**src/logic/irq_ctl_pkg.sv**
```systemverilog
package irq_ctl_pkg;

	// Number of request lines and how many of them have a wired source.
	localparam int unsigned NUM_LINES = 32;
	localparam int unsigned NUM_WIRED = 26;
	localparam int unsigned NUM_PERIPH = 22;
	localparam int unsigned NUM_EXT = 4;

	// First line fed by the external request pins.
	localparam int unsigned EXT_FIRST = 22;

	// Base address of the register window and the decoded part of it.
	localparam logic [31:0] BASE_ADDR = 32'h8030_0000;
	localparam int unsigned WIN_BITS = 8;

	// Register byte offsets inside the window.
	localparam logic [7:0] OFF_PENDING = 8'h00;
	localparam logic [7:0] OFF_SOFT_TRIG = 8'h04;
	localparam logic [7:0] OFF_SENSE = 8'h08;
	localparam logic [7:0] OFF_DEFER = 8'h0c;
	localparam logic [7:0] OFF_ENABLE = 8'h10;

	// Reset values of all registers.
	localparam logic [31:0] RST_PENDING = 32'h0000_0000;
	localparam logic [31:0] RST_SENSE = 32'h0000_0000;
	localparam logic [31:0] RST_DEFER = 32'h0000_0000;
	localparam logic [31:0] RST_ENABLE = 32'h0000_0000;

	// Access size codes on the size port.
	localparam logic [2:0] SIZE_BYTE = 3'h0;
	localparam logic [2:0] SIZE_HALF = 3'h1;
	localparam logic [2:0] SIZE_WORD = 3'h2;

	// Value of a register bit that selects level sensitivity.
	localparam logic SENSE_LEVEL = 1'b1;

	// Returns the byte lanes that an access may touch; lanes past the
	// last byte of the addressed register are clipped away.
	function automatic logic [3:0] lane_mask(input logic [1:0] lane,
		input logic [2:0] size);
		logic [3:0] span;
		span = 4'h0;
		unique case (size)
			SIZE_BYTE: span = 4'h1;
			SIZE_HALF: span = 4'h3;
			SIZE_WORD: span = 4'hf;
			default: span = 4'h0;
		endcase
		lane_mask = span << lane;
	endfunction : lane_mask

	// Widens a lane mask to a bit mask.
	function automatic logic [31:0] bit_mask(input logic [3:0] lanes);
		bit_mask = {{8{lanes[3]}}, {8{lanes[2]}}, {8{lanes[1]}},
			{8{lanes[0]}}};
	endfunction : bit_mask

endpackage : irq_ctl_pkg

```
**src/logic/irq_ctl_unit.sv**
```systemverilog
// Notes on behaviour
// - thirty-two request inputs, twenty-six wired sources.
// - lines 0-12 timers, converter, serial ports, links.
// - lines 13-25 serial, bus, converters, external.
// - external requests only via selected pins.
// - no hardware priority between lines.
// - lines 26-31 unwired, all lines software triggerable.
// - byte, half-word and word accesses accepted.
// - larger-than-word access raises bus error.
// - an access never spills into next register.
// - five 32-bit registers at fixed base.
// - enable register gates each line.
// - sensitivity bit one means level, zero edge.
// - deferred lines wait while processor busy.
// - pending register reads current pending lines.
// - writing one acknowledges and clears pending.
// - soft trigger pends edge lines only.
//
// Strobed register access was left to the implementer.
`timescale 1ns/1ps
`default_nettype none

module irq_ctl_unit (
	input wire logic clk, // System clock, 50 MHz.
	input wire logic rst_n, // Synchronous reset, active low.
	input wire logic [31:0] bus_addr, // Byte address of the access.
	input wire logic [31:0] bus_wdata, // Write data, lane aligned.
	input wire logic [2:0] bus_size, // Access size code.
	input wire logic bus_wr, // Write strobe.
	input wire logic bus_rd, // Read strobe.
	output logic [31:0] bus_rdata, // Read data, cycle after read.
	output logic bus_err, // Size error, cycle after access.
	input wire logic [irq_ctl_pkg::NUM_PERIPH-1:0] periph_req, // Peripherals.
	input wire logic [irq_ctl_pkg::NUM_EXT-1:0] external_request_line, // Pins.
	input wire logic [irq_ctl_pkg::NUM_EXT-1:0] ext_func_sel, // Pin in use.
	input wire logic cpu_busy, // Processor reports it is busy.
	output logic irq_out // Interrupt request to the processor.
);
	import irq_ctl_pkg::*;

	// Register file state.
	logic [31:0] pending_ack_reg; // Pending flags.
	logic [31:0] pending_ack_next; // Next pending flags.
	logic [31:0] sensitivity_select_reg; // One means level sensitive.
	logic [31:0] defer_mask_reg; // One means wait for idle processor.
	logic [31:0] line_enable_reg; // One means line may interrupt.
	logic [31:0] rdata_reg; // Registered read data.
	logic err_reg; // Registered bus error.

	// Two-stage synchroniser for the external pins.
	logic [NUM_EXT-1:0] ext_meta_reg; // First stage, read only by second.
	logic [NUM_EXT-1:0] ext_sync_reg; // Second stage, safe to use.

	// Previous sample of every line for edge detection.
	logic [31:0] line_prev_reg;

	// Address decode and lane selection.
	wire in_window; // Address falls in this block's window.
	wire size_ok; // Size is byte, half-word or word.
	wire [7:0] reg_off; // Word-aligned offset of the access.
	wire [31:0] wmask; // Bits the write may change.
	wire wr_ok; // Legal write inside the window.
	wire rd_ok; // Legal read inside the window.
	wire hit_pending; // Offset selects the pending register.
	wire hit_soft; // Offset selects the soft trigger register.
	wire hit_sense; // Offset selects the sensitivity register.
	wire hit_defer; // Offset selects the defer register.
	wire hit_enable; // Offset selects the enable register.
	wire [31:0] rd_word; // Word selected for a read.

	// Line sources and derived events.
	wire [NUM_EXT-1:0] ext_gated; // Pins whose alternate use is set.
	wire [31:0] line_raw; // All request lines in one vector.
	wire [31:0] rise; // Rising edges of the lines.
	wire [31:0] ack_bits; // Flags being acknowledged.
	wire [31:0] soft_bits; // Flags set by the soft trigger.
	wire [31:0] set_edge; // Set terms of edge-sensitive lines.
	wire [31:0] set_level; // Set terms of level-sensitive lines.
	wire [31:0] deliverable; // Lines allowed to interrupt now.

	// The window covers the base address and the low offset bits.
	assign in_window = bus_addr[31:WIN_BITS] == BASE_ADDR[31:WIN_BITS];
	assign size_ok = bus_size <= SIZE_WORD;
	assign reg_off = {bus_addr[7:2], 2'b00};
	// Lanes past byte 3 are dropped, so a crossing write stays local.
	assign wmask = bit_mask(lane_mask(bus_addr[1:0], bus_size));
	assign wr_ok = bus_wr && in_window && size_ok;
	assign rd_ok = bus_rd && in_window && size_ok;
	assign hit_pending = reg_off == OFF_PENDING;
	assign hit_soft = reg_off == OFF_SOFT_TRIG;
	assign hit_sense = reg_off == OFF_SENSE;
	assign hit_defer = reg_off == OFF_DEFER;
	assign hit_enable = reg_off == OFF_ENABLE;

	// The soft trigger register holds nothing and reads as zero.
	assign rd_word = hit_pending ? pending_ack_reg :
		hit_sense ? sensitivity_select_reg :
		hit_defer ? defer_mask_reg :
		hit_enable ? line_enable_reg : 32'h0000_0000;

	// External pins count only when routed to the controller.
	assign ext_gated = ext_sync_reg & ext_func_sel;

	// Lines 0-21 peripherals, 22-25 pins, 26-31 have no source.
	assign line_raw = {{(NUM_LINES - NUM_WIRED){1'b0}}, ext_gated,
		periph_req};

	assign rise = line_raw & ~line_prev_reg;
	assign ack_bits = (wr_ok && hit_pending) ?
		(bus_wdata & wmask) : 32'h0000_0000;
	// Every line may be soft triggered, but only while edge sensitive.
	assign soft_bits = (wr_ok && hit_soft) ?
		(bus_wdata & wmask & ~sensitivity_select_reg) :
		32'h0000_0000;
	assign set_edge = (rise | soft_bits) & ~sensitivity_select_reg;
	assign set_level = line_raw & sensitivity_select_reg;

	// Sets win over a clear that arrives in the same cycle.
	assign pending_ack_next = (pending_ack_reg & ~ack_bits) | set_edge |
		set_level;

	// Deferred lines are held back while the processor is busy.
	assign deliverable = pending_ack_reg & line_enable_reg &
		~(defer_mask_reg & {32{cpu_busy}});

	// Any qualifying line raises the request; no line outranks another.
	assign irq_out = |deliverable;

	assign bus_rdata = rdata_reg;
	assign bus_err = err_reg;

	// Synchronises the external pins through two flip-flops.
	always_ff @(posedge clk) begin
		if (!rst_n) begin
			ext_meta_reg <= '0;
			ext_sync_reg <= '0;
		end else begin
			ext_meta_reg <= external_request_line;
			ext_sync_reg <= ext_meta_reg;
		end
	end

	// Tracks line levels and the pending flags.
	always_ff @(posedge clk) begin
		if (!rst_n) begin
			line_prev_reg <= 32'h0000_0000;
			pending_ack_reg <= RST_PENDING;
		end else begin
			line_prev_reg <= line_raw;
			pending_ack_reg <= pending_ack_next;
		end
	end

	// Updates the configuration registers on legal writes, lane by lane.
	always_ff @(posedge clk) begin
		if (!rst_n) begin
			sensitivity_select_reg <= RST_SENSE;
			defer_mask_reg <= RST_DEFER;
			line_enable_reg <= RST_ENABLE;
		end else if (wr_ok) begin
			if (hit_sense) begin
				sensitivity_select_reg <= (sensitivity_select_reg & ~wmask) |
					(bus_wdata & wmask);
			end
			if (hit_defer) begin
				defer_mask_reg <= (defer_mask_reg & ~wmask) |
					(bus_wdata & wmask);
			end
			if (hit_enable) begin
				line_enable_reg <= (line_enable_reg & ~wmask) |
					(bus_wdata & wmask);
			end
		end
	end

	// Returns read data and the size error one cycle after the strobe.
	always_ff @(posedge clk) begin
		if (!rst_n) begin
			rdata_reg <= 32'h0000_0000;
			err_reg <= 1'b0;
		end else begin
			rdata_reg <= rd_ok ? rd_word : 32'h0000_0000;
			err_reg <= (bus_wr || bus_rd) && in_window && !size_ok;
		end
	end
endmodule : irq_ctl_unit

`default_nettype wire

```
**config.mk**
```make
export PLATFORM = sky130hd
export DESIGN_NAME = irq_ctl_unit
export DESIGN_NICKNAME = d
export VERILOG_FILES = /design/src/logic/irq_ctl_pkg.sv /design/src/logic/irq_ctl_unit.sv
export SDC_FILE = /design/constraint.sdc
export NUM_CORES = 1
export LEC_CHECK = 0
export BUFFER_PORTS_ARGS = -buffer_cell sky130_fd_sc_hd__buf_2
export CORE_UTILIZATION = 25
export DETAILED_ROUTE_END_ITERATION = 10
export PLACE_DENSITY = 0.55
export SYNTH_ARGS = -nofsm -noshare
export SYNTH_HDL_FRONTEND = slang
export SYNTH_SLANG_ARGS = --single-unit
```
**constraint.sdc**
```tcl
create_clock -name clk -period 2.3 [get_ports clk]
set_input_delay 0.345 -clock clk [delete_from_list [all_inputs] [get_ports clk]]
set_output_delay 0.345 -clock clk [all_outputs]
set_load 0.05 [all_outputs]
```
# Word level (Yosys, flattened, before mapping)
# Cells that the tools add are included.
[totals]
register_bits = 201
latchBits = 0
ram_bits = 0
rom_bits = 0
wordCells = 67
memories = 0
[op_classes]
add_sub_neg = 0
multipliers = 0
div_mod_pow = 0
order_cmp = 1
n_eq_ne = 7
n_shift = 1
n_mux = 7
n_bitwise = 24
reduce_logical = 17
[op_table]
columns = ["operator", "count"]
rows = [
  ["$and 32x32->32", 10],
  ["$mux 32", 6],
  ["$or 32x32->32", 6],
  ["$not 32->32", 5],
  ["$and 26x32->32", 2],
  ["$reduce_or 32->1", 1],
  ["$eq 24x24->1 const B", 1],
  ["$eq 6x2->1 const B", 2],
  ["$pmux 4 s3", 1],
  ["$logic_and 1x1->1", 8],
  ["$logic_not 8->1", 1],
  ["$reduce_and 2->1", 4],
  ["$eq 6x1->1 const B", 1],
  ["$eq 6x3->1 const B", 1],
  ["$and 4x4->4", 1],
  ["$shl 4x2->4", 1],
  ["$eq 3x1->1 const B", 1],
  ["$eq 3x2->1 const B", 1],
  ["$le 3x2->1 const B", 1],
  ["$logic_not 3->1", 1],
  ["$logic_not 1->1", 1],
  ["$logic_or 1x1->1", 1],
]

# Longest topological paths before layout
[depth]
depth_word = 10
depth_mapped = 9
ltp_nobuf = 5

# Worst setup path before layout
# OpenSTA, ideal clock, no wires.
[synth_timing]
path_type = "input port to flip-flop"
startpoint = "input bus_addr[29]"
endpoint = "register (tool-made name)"
setup_ps = 72
t_arrival_ps = 2089
required_ps = 2228
path_slack_ps = 139
stages = 7
n_path_buf = 2
cell_sequence = "nor4b_2 > nand4_1 > buf_6 > or3_4 > buf_6 > nor3_4 > mux2i_1"
[synth_lines]
columns = ["element", "line_no", "rtl"]
rows = [
  ["from (decl)", "irq_ctl_unit.sv:26", "input wire logic [31:0] bus_addr,"],
]

# Worst setup path in the final report
[layout_timing]
startpoint = "register pending_ack_reg[28]"
endpoint = "output irq_out"
[layout_between]
elab_chain_len = 3
[layout_lines]
columns = ["element", "line_no", "rtl"]
rows = [
  ["from (decl)", "irq_ctl_unit.sv:42", "logic [31:0] pending_ack_reg;"],
  ["from (signal assigned)", "irq_ctl_unit.sv:150", "pending_ack_reg <= pending_ack_next;"],
  ["$and 32x32->32 (2 in a row)", "irq_ctl_unit.sv:123", "assign deliverable = pending_ack_reg & line_enable_reg &"],
  ["$reduce_or 32->1", "irq_ctl_unit.sv:127", "assign irq_out = |deliverable;"],
  ["to (decl)", "irq_ctl_unit.sv:37", "output logic irq_out"],
]
# No other way between the ends.

==> summary.md <==
| Metric | Value |
|---|---|
| Placer congestion estimate | 0.858 |
| Final Cell Area | 11000 µm² |
| Number of global-route vias before repair | 7521 |
| # H-tree levels | 4 |
| Clk root buf | clkbuf_16 |
| Rows | 67 |
| Largest net degree at the start of global routing | 92 |
| Via count | 7689 |
| Antenna violations before repair | 1 |
| Worst r2r dst | bus_rdata[4] |
| Worst R2R Setup Slack | 1.14 ns |
| CTS tree | done |
| Seq/Total Area, Yosys | 45.5% |
| Cell count along the critical path | 7 |
| Layout cell share with drive strength beyond 1 | 26.0% |
| Clock Skews | 0.0148 ns |
| Standard cell core area | 33600 µm² |
| Pre-CTS setup slack | -0.0503 ns |
| Clk Latency, worst-skew pair | 0.45 ns |
| Die footprint | 35000 µm² |
| CP top delay family | simple AND/OR/NAND/NOR gates |
| Startpoint Class | flip-flop |
| Routed vias/inst | 4.84 |
| Critical path's slowest cell | or4_4 |
| Bufs on Longest Clock Path | 2 |
| Post-CTS Hold Fix Bufs | 0 |
| First-pass GRT wire length | 43.6 mm |
| CP cell instances | nand2_2, a21oi_2, a31oi_1, buf_4, nand4_1, or4_4, buf_8 |
| Final Hold Fails | 0 |
| Unrepaired setup endpoints after global routing | yes |
| Port Buffers | 135 |
| Most area-hungry cell type in the Yosys netlist | dfxtp_1 |
| Syn_area_per_cell | 8.99 µm² |
| Hold Path Stages | 2 |
| Async SR Flop Fraction | 0% |
| Synth top area cells | dfxtp_1 46%, mux2i_1 10%, nand2_1 7.9% |
| Leak | 4.14 nW |
| Total Power | 7.01 mW |
| Non-filler instance count after layout | 1588 |
| Synthesis-stage register bit count | 195 |
| WL per Instance | 18.0 µm |
| Critical Path Start | pending_ack_reg[28] |
| Fillers | 3525 |
| Max-slew violation count | 0 |
| Critical Path End Type | primary output |
| Fin nets | 1228 |
| Placed Cells | 1554 |
| Worst setup endpoint | irq_out |
| Synthesized area | 8570 µm² |
| Worst rel slew slack | 50.3% |
| Hpwl dp | 21.0 mm |
| Min Hold Slack | 0.0957 ns |
| Die X | 187 µm |
| Ys Warns | 0 |
| Utilization after layout | 32.8% |
| Share of the synthesized area in the top cell type | 45.5% |
| CTS Sinks | 195 |
| Reg clk slew, reported paths | 0.08 ns |
| Final critical-path setup slack | -0.100 ns |
| GRT Residual Overflow | 0 |
| Initial Util | 25.5% |
| Synth Flop Type | dfxtp_1 |
| Residual DRC | 0 |
| FF-to-FF path depth | 3 |
| Post-Synthesis Cells | 953 |
| Critical path arrival | 2.06 ns |
| Worst Path Required | 1.96 ns |
| WL final | 28.5 mm |
| I/O pins | 136 |
| Area delta synth->final | 28.6% |
| Critical path peak fanout | 3 |
| First-pass detailed-route iteration total | 6 |
| CTS buffer count | 17 |
| Power Dens Cells | 636 nW/µm² |
| Synth Net Count | 1055 |
| Status | finished with violations |
| FMAX | 417 MHz |
| Synth unique cells | 53 |
| Largest stage delay, worst path | 0.57 ns |
| Die Height | 187 µm |
| DR iter-0 viols | 795 |
| Failing checks | negative setup slack |
| Number of synthesized flops with an enable pin | 0 |
| Max Cap Viol | 0 |
| Path type of the worst min-delay path | in2reg |
| Setup TNS | -0.100 ns |
| Placed inst area | 10400 µm² |
| Count of final setup violators | 1 |
| VDD IR max | 0.484 mV |
| Worst path bufs/invs | 2 |
| Critical setup path kind | reg2out |
| Fin crit period | 2.40 ns |
| Worst Max-Slew Pin Slew | 0.745 ns |
| Post-DRT Antenna Nets | 0 |
| Total GRT Usage | 16.1% |
| Final period util | 104% |
## synth_stat cells, drive strengths merged (4+ instances only)
cell type / count
dfxtp: 195
nand2: 181
mux2i: 88
nor2: 63
clkbuf: 45
a21oi: 40
and2: 40
inv: 34
nor3: 29
o21ai: 28
a31oi: 24
nor3b: 17
a222oi: 15
nor4: 15
a311o: 14
nand2b: 12
nand3: 12
o22ai: 12
a221o: 11
a221oi: 9
buf: 9
a32oi: 8
nand4: 7
a21boi: 6
a31o: 6
mux2: 5
nor2b: 4
o31a: 4
## cell type report
class / instances / area [µm²] / area share, %
diodes: 1 / 2.50 / 0.0227
well taps: 448 / 561 / 5.08
inverters: 34 / 128 / 1.16
clock inverters: 13 / 160 / 1.45
flip-flops and latches: 195 / 3920 / 35.5
repair buffers: 208 / 1460 / 13.3
multi-input cells: 670 / 4360 / 39.6
clock buffers: 19 / 433 / 3.93
## worst reg2reg max path: stages, from the launching register on
cell      delay (ns)
dfxtp_1         0.35
mux2_2          0.27
a222oi_1        0.32
nor2_1          0.11
## power breakdown
group	leakage (nW)	internal [mW]	switching [mW]
clock network	0.291	1.57	1.49
registers	1.59	3.44	0.0533
logic	2.26	0.199	0.262
## worst min-delay path by stage
stage,slack (ns),endpoint,start
2_1_floorplan,0.41,ext_sync_reg[0],ext_meta_reg[0]
3_3_place_gp,0.41,ext_sync_reg[3],ext_meta_reg[3]
3_5_place_dp,0.42,ext_sync_reg[2],ext_meta_reg[2]
4_1_cts,0.08,ext_meta_reg[3],external_request_line[3]
5_1_grt,0.09,ext_meta_reg[1],external_request_line[1]
6_report,0.1,ext_meta_reg[2],external_request_line[2]
## cells in the final DEF (no fill, tap or decap), types with 18 or more instances in the layout
cell and n:
mux2i_1 88, a21oi_1 37, buf_2 133, nand2_1 177
and2_1 40, buf_4 56, dfxtp_1 185, inv_1 34
buf_12 18, a31oi_1 23, nor2_1 63, o21ai_0 27
## routing by layer
| metal | track usage [%] | vias up | part of all wire [%] |
|---|---|---|---|
| li1 | - | 3751 | - |
| met1 | 20.6 | 3669 | 44 |
| met2 | 26.7 | 240 | 48 |
| met3 | 3.38 | 29 | 5.6 |
| met4 | 5.55 | 0 | 2.4 |
| met5 | 0 | - | 0 |
## repair_timing
item,4_1_cts,5_1_grt
endpoints found under the setup margin,1,1
gates resized for setup,17,4
setup buffers,2,0
pin swaps,5,3
## logic make-up after synthesis
kind of cell	Yosys count	share of synthesized area [%]
buf+inv	88	4.13
compound gates	184	15.2
mux	93	10.9
flops	195	45.5
simple gates	393	24.2
No activity file was read; power rests on OpenSTA's default activity.
